`config.mk`:
```
export PLATFORM = sky130hd
export DESIGN_NAME = cps_port_select
export DESIGN_NICKNAME = d
export VERILOG_FILES = /design/src/common/cps_pkg.sv /design/src/design/cps_port_select.sv /design/src/design/cps_sync.sv
export SDC_FILE = /design/constraint.sdc
export NUM_CORES = 1
export LEC_CHECK = 0
export BUFFER_PORTS_ARGS = -buffer_cell sky130_fd_sc_hd__buf_2
export CELL_PAD_IN_SITES_DETAIL_PLACEMENT = 1
export CELL_PAD_IN_SITES_GLOBAL_PLACEMENT = 1
export CORE_MARGIN = 2
export CORE_UTILIZATION = 25
export CTS_CLUSTER_SIZE = 28
export DETAILED_ROUTE_END_ITERATION = 8
export MAX_ROUTING_LAYER = met4
export PLACE_DENSITY_LB_ADDON = 0.25
export SLEW_MARGIN = 20
export SYNTH_ARGS = -nofsm -noshare
export SYNTH_HDL_FRONTEND = slang
export SYNTH_SLANG_ARGS = --single-unit
```
`constraint.sdc`:
```
create_clock -name ref_clk -period 6.1 [get_ports ref_clk]
set_input_delay 0.305 -clock ref_clk [delete_from_list [all_inputs] [get_ports ref_clk]]
set_output_delay 0.305 -clock ref_clk [all_outputs]
set_load 0.02 [all_outputs]
```
`src/common/cps_pkg.sv`:
```
// Purpose: Shared constants and types for the configuration-port ownership block.
// Assumes: One 100 MHz clock, synchronous active-high reset.
// Notes: Option encodings are stored values, latched at entry to user mode.
package cps_pkg;

    localparam int unsigned CLK_FREQ_KHZ = 100000;

    typedef enum logic [1:0] {
        CPS_MSPI_DISABLE = 2'h0,
        CPS_MSPI_ENABLE = 2'h1,
        CPS_MSPI_HARD_ONLY = 2'h2
    } cps_mspi_t;

    typedef enum logic [2:0] {
        CPS_SDM_DISABLE = 3'h0,
        CPS_SDM_REQUEST = 3'h1,
        CPS_SDM_COMPLETE = 3'h2,
        CPS_SDM_INIT = 3'h3,
        CPS_SDM_REQ_COMPLETE = 3'h4,
        CPS_SDM_ALL = 3'h5
    } cps_sdm_t;

    typedef enum logic [1:0] {
        CPS_BOOT_NONE = 2'h0,
        CPS_BOOT_EXTERNAL = 2'h1,
        CPS_BOOT_DUAL = 2'h2
    } cps_boot_t;

    typedef struct packed {
        logic test_port_enable;
        logic slave_spi_enable;
        cps_mspi_t master_spi;
        logic i2c_enable;
        cps_sdm_t status_pin_option;
        logic image_external;
        logic seamless_update_option;
    } cps_options_t;

    localparam cps_options_t OPTIONS_RESET = '{
        test_port_enable: 1'b1,
        slave_spi_enable: 1'b0,
        master_spi: CPS_MSPI_DISABLE,
        i2c_enable: 1'b0,
        status_pin_option: CPS_SDM_DISABLE,
        image_external: 1'b0,
        seamless_update_option: 1'b0
    };

    typedef struct packed {
        logic test_port_config;
        logic spi_gpio;
        logic slave_spi_attached;
        logic hard_spi_access;
        logic i2c_attached;
        logic i2c_gpio;
        logic hard_i2c_usable;
        logic request_pin_config;
        logic complete_pin_config;
        logic init_pin_config;
    } cps_owner_t;

    // Boot clock divider: 100 MHz / 48 = 2.083 MHz nominal start-up rate.
    localparam logic [7:0] BOOT_DIV_RESET = 8'h30;
    localparam logic [7:0] BOOT_DIV_MIN = 8'h01;
    localparam logic [15:0] START_WORD = 16'hbdb3;
    localparam logic [1:0] SWITCH_DELAY = 2'h2;

endpackage

```
`src/design/cps_port_select.sv`:
```
// Purpose: Decide pin ownership between configuration logic and user I/O, and run boot clock.
// Assumes: Options come from the stored row; boot data arrives as a serial bit stream.
// Notes: Ownership is frozen at user-mode entry; only the test enable pin stays live.
// Contract
// - Test option enabled keeps four test pins as boundary-scan in user mode.
// - Test option disabled: dynamic pin high gives scan, low gives I/O.
// - Dynamic enable pin is honoured only while the test option is disabled.
// - SPI pins become I/O only when slave and master SPI options disabled.
// - Slave SPI enabled keeps SPI pins attached for an external master.
// - Slave SPI disabled detaches pins but alone does not make them I/O.
// - Master SPI enabled boots external image, or dual-boot for internal placement.
// - Enabled or hard-only master SPI gives hardened controller the SPI pins.
// - External I2C access needs bus clock at least 7.5x the I2C rate.
// - I2C option disabled detaches I2C pins and makes them I/O.
// - Hardened I2C controllers are usable only with the I2C option enabled.
// - Status option disabled makes request, complete and init pins I/O.
// - Request-pin setting: low request pin reconfigures; others become I/O.
// - Complete-only, request-plus-complete and all-three keep their named pins.
// - Init-only setting keeps init and frees request and complete pins.
// - Warm reconfiguration via request pin unless another port can send refresh.
// - Boot fetch starts with a nominal 2.08 MHz master clock.
// - After padding and start word, next word sets new clock, switched shortly after.
// - New clock setting must stay between 2.08 and 133 MHz; code only raises 0 to 1, so divisors above 49 run below 2.08 MHz.
// - Port options persist in stored row; clock rate comes only from data.
module cps_port_select
    import cps_pkg::*;
(
    input wire logic ref_clk,
    input wire logic reset,
    input cps_options_t stored_options,
    input wire logic user_mode,
    input wire logic test_port_dynamic_enable,
    input wire logic reconfig_request_pin,
    input wire logic refresh_command,
    input wire logic boot_start,
    input wire logic boot_data_in,
    output cps_owner_t owner,
    output cps_boot_t boot_mode,
    output logic seamless_update_ready,
    output logic reconfig_start,
    output logic boot_clock,
    output logic [7:0] boot_clock_rate_value,
    output logic boot_clock_switched
);
    typedef enum logic [1:0] {
        CPS_BT_IDLE = 2'h0,
        CPS_BT_HUNT = 2'h1,
        CPS_BT_RATE = 2'h2,
        CPS_BT_RUN = 2'h3
    } cps_bt_state_t;

    cps_options_t latched;
    logic user_mode_q;
    logic dyn_en_sync;
    logic req_low_sync;
    logic req_low_q;
    cps_owner_t next_owner;
    cps_bt_state_t bt_state;
    logic [15:0] shift;
    logic [3:0] bit_count;
    logic [7:0] div_count;
    logic [7:0] div_value;
    logic [7:0] pending_div;
    logic [1:0] switch_count;
    logic clk_rise;

    cps_sync u_sync_dyn (
        .ref_clk(ref_clk),
        .reset(reset),
        .pin_in(test_port_dynamic_enable),
        .pin_sync(dyn_en_sync)
    );

    // Inverted ahead of the synchroniser, so its reset level matches the idle pin.
    // A sync that reset low against a high pin would fake a falling edge.
    cps_sync u_sync_req (
        .ref_clk(ref_clk),
        .reset(reset),
        .pin_in(!reconfig_request_pin),
        .pin_sync(req_low_sync)
    );

    // Latch options on the rising edge of user mode only, so a row write later has no effect.
    always_ff @(posedge ref_clk) begin
        if (reset) begin
            latched <= OPTIONS_RESET;
            user_mode_q <= 1'b0;
        end else begin
            user_mode_q <= user_mode;
            if (user_mode && !user_mode_q) begin
                latched <= stored_options;
            end
        end
    end

    always_comb begin
        next_owner = '0;
        if (user_mode_q) begin
            next_owner.test_port_config = latched.test_port_enable || dyn_en_sync;
            next_owner.slave_spi_attached = latched.slave_spi_enable;
            next_owner.hard_spi_access = latched.master_spi != CPS_MSPI_DISABLE;
            next_owner.spi_gpio = !latched.slave_spi_enable &&
                latched.master_spi == CPS_MSPI_DISABLE;
            next_owner.i2c_attached = latched.i2c_enable;
            next_owner.i2c_gpio = !latched.i2c_enable;
            next_owner.hard_i2c_usable = latched.i2c_enable;
            unique case (latched.status_pin_option)
                CPS_SDM_DISABLE: begin
                end
                CPS_SDM_REQUEST: next_owner.request_pin_config = 1'b1;
                CPS_SDM_COMPLETE: next_owner.complete_pin_config = 1'b1;
                CPS_SDM_INIT: next_owner.init_pin_config = 1'b1;
                CPS_SDM_REQ_COMPLETE: begin
                    next_owner.request_pin_config = 1'b1;
                    next_owner.complete_pin_config = 1'b1;
                end
                CPS_SDM_ALL: begin
                    next_owner.request_pin_config = 1'b1;
                    next_owner.complete_pin_config = 1'b1;
                    next_owner.init_pin_config = 1'b1;
                end
                default: begin
                end
            endcase
        end
    end

    always_ff @(posedge ref_clk) begin
        if (reset) begin
            owner <= '0;
        end else begin
            owner <= next_owner;
        end
    end

    // The copy follows the latch, so it too is frozen for the rest of user mode.
    always_ff @(posedge ref_clk) begin
        if (reset) begin
            seamless_update_ready <= 1'b0;
        end else begin
            seamless_update_ready <= latched.seamless_update_option;
        end
    end

    always_ff @(posedge ref_clk) begin
        if (reset) begin
            boot_mode <= CPS_BOOT_NONE;
        end else begin
            if (latched.master_spi == CPS_MSPI_ENABLE) begin
                boot_mode <= latched.image_external ? CPS_BOOT_EXTERNAL : CPS_BOOT_DUAL;
            end else begin
                boot_mode <= CPS_BOOT_NONE;
            end
        end
    end

    // The refresh path only counts when an attached port could have delivered it.
    always_ff @(posedge ref_clk) begin
        if (reset) begin
            req_low_q <= 1'b0;
            reconfig_start <= 1'b0;
        end else begin
            req_low_q <= req_low_sync;
            reconfig_start <= user_mode_q && (
                (owner.request_pin_config && !req_low_q && req_low_sync) ||
                (refresh_command && (owner.test_port_config || owner.slave_spi_attached ||
                owner.i2c_attached)));
        end
    end

    always_ff @(posedge ref_clk) begin
        if (reset) begin
            bt_state <= CPS_BT_IDLE;
            shift <= '0;
            bit_count <= '0;
            pending_div <= BOOT_DIV_RESET;
            div_value <= BOOT_DIV_RESET;
            switch_count <= '0;
            boot_clock_rate_value <= BOOT_DIV_RESET;
            boot_clock_switched <= 1'b0;
        end else begin
            unique case (bt_state)
                CPS_BT_IDLE: begin
                    div_value <= BOOT_DIV_RESET;
                    boot_clock_switched <= 1'b0;
                    if (boot_start && boot_mode != CPS_BOOT_NONE) begin
                        bt_state <= CPS_BT_HUNT;
                    end
                end
                CPS_BT_HUNT: begin
                    if (clk_rise) begin
                        shift <= {shift[14:0], boot_data_in};
                        if ({shift[14:0], boot_data_in} == START_WORD) begin
                            bt_state <= CPS_BT_RATE;
                            bit_count <= '0;
                        end
                    end
                end
                CPS_BT_RATE: begin
                    if (clk_rise) begin
                        shift <= {shift[14:0], boot_data_in};
                        bit_count <= bit_count + 4'h1;
                        if (bit_count == 4'h7) begin
                            // Zero is raised to BOOT_DIV_MIN, the fastest rate, so the reported rate never reads zero.
                            pending_div <= ({shift[6:0], boot_data_in} < BOOT_DIV_MIN) ?
                                BOOT_DIV_MIN : {shift[6:0], boot_data_in};
                            switch_count <= SWITCH_DELAY;
                            bt_state <= CPS_BT_RUN;
                        end
                    end
                end
                CPS_BT_RUN: begin
                    if (switch_count != 2'h0) begin
                        switch_count <= switch_count - 2'h1;
                        if (switch_count == 2'h1) begin
                            div_value <= pending_div;
                            boot_clock_rate_value <= pending_div;
                            boot_clock_switched <= 1'b1;
                        end
                    end
                    if (!boot_start) begin
                        bt_state <= CPS_BT_IDLE;
                    end
                end
                default: bt_state <= CPS_BT_IDLE;
            endcase
        end
    end

    // Odd divisors round down to an even period; one toggle per ref_clk is the ceiling.
    always_ff @(posedge ref_clk) begin
        if (reset) begin
            div_count <= '0;
            boot_clock <= 1'b0;
        end else if (bt_state == CPS_BT_IDLE) begin
            div_count <= '0;
            boot_clock <= 1'b0;
        end else if (div_count + 8'h1 >= (div_value >> 1) || div_value == BOOT_DIV_MIN) begin
            div_count <= '0;
            boot_clock <= !boot_clock;
        end else begin
            div_count <= div_count + 8'h1;
        end
    end

    assign clk_rise = (bt_state != CPS_BT_IDLE) && !boot_clock &&
        (div_count + 8'h1 >= (div_value >> 1) || div_value == BOOT_DIV_MIN);

endmodule // cps_port_select

```
`src/design/cps_sync.sv`:
```
// Purpose: Two-flip-flop synchroniser for pin inputs.
// Assumes: Input is asynchronous to ref_clk.
// Notes: The first stage feeds only the second stage.
module cps_sync (
    input wire logic ref_clk,
    input wire logic reset,
    input wire logic pin_in,
    output logic pin_sync
);
    logic stage1;

    always_ff @(posedge ref_clk) begin
        if (reset) begin
            stage1 <= 1'b0;
            pin_sync <= 1'b0;
        end else begin
            stage1 <= pin_in;
            pin_sync <= stage1;
        end
    end
endmodule // cps_sync

```
==> results.toml <==
[outcome]
status = "finished, final reports clean"

[synthesis]
synth_top_area_frac = 0.484
synth_area_leaders = "dfxtp_1 (48%), mux2i_1 (7.0%), nand2_1 (5.5%)"
syn_nets = 413
syn-cell-area_um2 = 3550
synth_area_per_cell_um2 = 9.35
synthArstFlopShare = 0
seq_area_frac_synth = 0.484
synth_flop_cell = "dfxtp_1"
syn_inst = 380
synth.largest_area_cell = "dfxtp_1"
yosys_warnings = 0
synth.distinct_cells = 52
ys_ff_latch = 86
synth_edf_count = 0

[global_routing]
grt_pass1_vias = 2712
grt_pass1_wl_um = 13700
grt_overflow_total = 0
grt_util_all_layers = 0.120
grt_max_degree = 64
grt_antenna_before_repair = 0

[sta]
finalCritPeriodShare = 0.490
tns_ns = 0
hold_violations = 0
rsz0062_at_grt = "false"
finClkSkew_ns = 0.00403
period_needed_ns = 2.99
max_slew.worst_pin.slew_ns = 0.714
slew_violations = 0
fmax_ghz = 0.334
timing.slew.headroom = 0.523
setup_viol = 0

[final_layout]
fin_cells = 602
syn2layout_area_growth_pct = 18.1
diodes = 0
final_area_um2 = 4200
fin_nets = 452
drive_gt1_frac = 0.154

[floorplan]
coreArea_um2 = 13900
io_pins = 42
die_h_um = 123
row_count = 43
dieArea_um2 = 15200
die_width_um = 123
initial_core_util = 0.256

[drt]
via_per_inst = 4.54
dr.pass1.iters = 4
routedWlPerCell_um = 14.0
vias = 2731
routed_wl_um = 8420
first_iter_violations = 86
drcViolationCount = 0
ant_nets = 0

[place]
dpl-instance-area_um2 = 3930
gp_congestion = 0.828
dp_hpwl_um = 6120
dp_cells = 588
portBuffers = 41

[worst_setup_path]
timing.rr.end = "shift[3]$_SDFFE_PP0P_"
end_kind = "flop"
start_kind = "flop"
worst-path-max-fanout = 15
r2r_setup_slack_ns = 3.11
critPathArrivalTime_ns = 3.17
ff2ff_path_depth = 9
crit_type = "reg -> reg"
required_ns = 6.28
r2r_start = "div_count[2]$_SDFF_PP0_"

[clock_network]
post_cts_buffers = 0
cts_buffers = 9
clk_pin_slew_ns = 0.06
htreeDepth = 3
cts_buffer_depth = 2
post_cts_resized = 0
cts_tree = "yes"
root_buffer = "clkbuf_16"
clkSinkCount = 86
clock_latency_ns = 0.33
hold_buffers = 0

[pwr]
power_density_nw_per_um2 = 298
power.leakage_uw = 0.00183
p_seq_frac = 0.469
ir_worst_vdd_uv = 123
p_switching_uw = 314
swShare = 0.251
comb_power_share = 0.117
clkPwrFrac = 0.415
p_int_uw = 938

[min_path]
worstHoldStart = "reconfig_request_pin"
hold_end = "u_sync_req.stage1$_SDFF_PP0_"
whs_path_depth = 2
hold_class = "in -> reg"

[run]
max_cap_viol_count = 0
==> worst max-delay path by stage <==
stage,from,end,slack (ns),cells after the start
2_1_floorplan,div_count[2]$_SDFF_PP0_,shift[10]$_SDFFE_PP0P_,3.59,10
3_3_place_gp,div_count[2]$_SDFF_PP0_,shift[13]$_SDFFE_PP0P_,3.19,9
3_5_place_dp,div_count[2]$_SDFF_PP0_,shift[12]$_SDFFE_PP0P_,3.09,9
4_1_cts,div_count[2]$_SDFF_PP0_,shift[3]$_SDFFE_PP0P_,3.08,9
5_1_grt,div_count[2]$_SDFF_PP0_,shift[11]$_SDFFE_PP0P_,2.90,9
6_report,div_count[2]$_SDFF_PP0_,shift[3]$_SDFFE_PP0P_,3.11,9
==> worst max-delay path: stages (launching register included) <==
cell and delay [ns]:
dfxtp_1 0.40, nand3_2 0.14, nor2_1 0.15, xor2_1 0.24
ha_1 0.30, a21o_1 0.19, a221o_1 0.46, o211ai_4 0.63
mux2i_1 0.25, nor2_1 0.06
==> area by class of cell <==
class / instances / area, µm²
Clock buffer: 12 / 236
Clock inverter: 2 / 35.0
Fill cell: 1629 / 9680
Inverter: 14 / 52.6
Multi-Input combinational cell: 266 / 1710
Sequential cell: 86 / 1720
Tap cell: 180 / 225
Timing Repair Buffer: 42 / 213
==> power by group through the flow <==
stage	combinational, µW	sequential [µW]	clock, µW
detailed placement	148	600	0
global placement	146	599	0
CTS	149	587	536
finish	146	587	519
global route	164	589	560
floorplan	104	601	0
==> Yosys cell counts (4+ instances only) <==
| cell | number |
|---|---|
| nor3_1 | 5 |
| nand3_1 | 6 |
| o21ai_0 | 9 |
| nand2_1 | 52 |
| xor2_1 | 5 |
| o211ai_4 | 4 |
| ha_1 | 15 |
| inv_1 | 14 |
| nor2b_1 | 8 |
| a21oi_1 | 30 |
| mux2i_1 | 25 |
| dfxtp_1 | 86 |
| clkbuf_1 | 11 |
| nor2_1 | 49 |
| and3_1 | 8 |
==> kinds of logic (layout without fill, tap and decap cells) <==
kind of cell | after synthesis | count (layout) | synth area share
compound gates | 64 | 64 | 0.134
xor+xnor | 7 | 7 | 0.0172
fa+ha+maj | 15 | 15 | 0.0528
buf+inv | 28 | 70 | 0.0338
flops | 86 | 86 | 0.484
mux | 25 | 25 | 0.0704
other cells | 1 | 1 | 0.00105
simple gates | 154 | 154 | 0.207
==> sequential cells by signal (all words and copies together), names as in the netlist <==
name / cells
u_sync_dyn.stage1: 1
u_sync_req.pin_sync: 1
bit_count: 4
shift: 15
boot_clock_switched: 1
div_value: 8
u_sync_dyn.pin_sync: 1
pending_div: 8
boot_clock: 1
reconfig_start: 1
bt_state: 2
owner: 9
latched: 10
boot_clock_rate_value: 8
user_mode_q: 1
seamless_update_ready: 1
boot_mode: 2
switch_count: 2
req_low_q: 1
div_count: 8
u_sync_req.stage1: 1
==> cell usage in the layout, fill, tap and decap left out, drive strengths merged, types with 2 or more instances in the layout <==
cell type / instances
xor2: 5
o211ai: 5
buf: 42
nand3b: 2
clkbuf: 12
ha: 15
o21bai: 2
and3: 8
or4: 3
inv: 14
nor2: 49
o31ai: 2
nor4b: 2
nand4b: 3
o21ai: 10
a21oi: 30
dfxtp: 86
nand2b: 2
nor2b: 8
nor4: 3
nor3: 5
a31o: 2
mux2i: 25
or3: 3
nand3: 7
and2: 3
xnor2: 2
nand2: 52
==> layer usage <==
layer	vias up	share of wire	track usage
met5	-	0	-
met4	0	0.011	0.0348
met3	9	0.032	0.0304
met2	45	0.47	0.190
met1	1298	0.49	0.151
li1	1379	-	-
==> stage by stage <==
stage	setup slack, ns	hold slack [ns]	util	total power, µW
after floorplan	3.59	0.372	-	704
after global placement	3.19	0.423	0.283	745
after detailed placement	3.09	0.431	0.283	747
after CTS	3.08	0.122	0.302	1270
after global routing	2.90	0.118	0.302	1310
final	3.11	0.126	0.302	1250
Power figures use the tool's default switching activity.
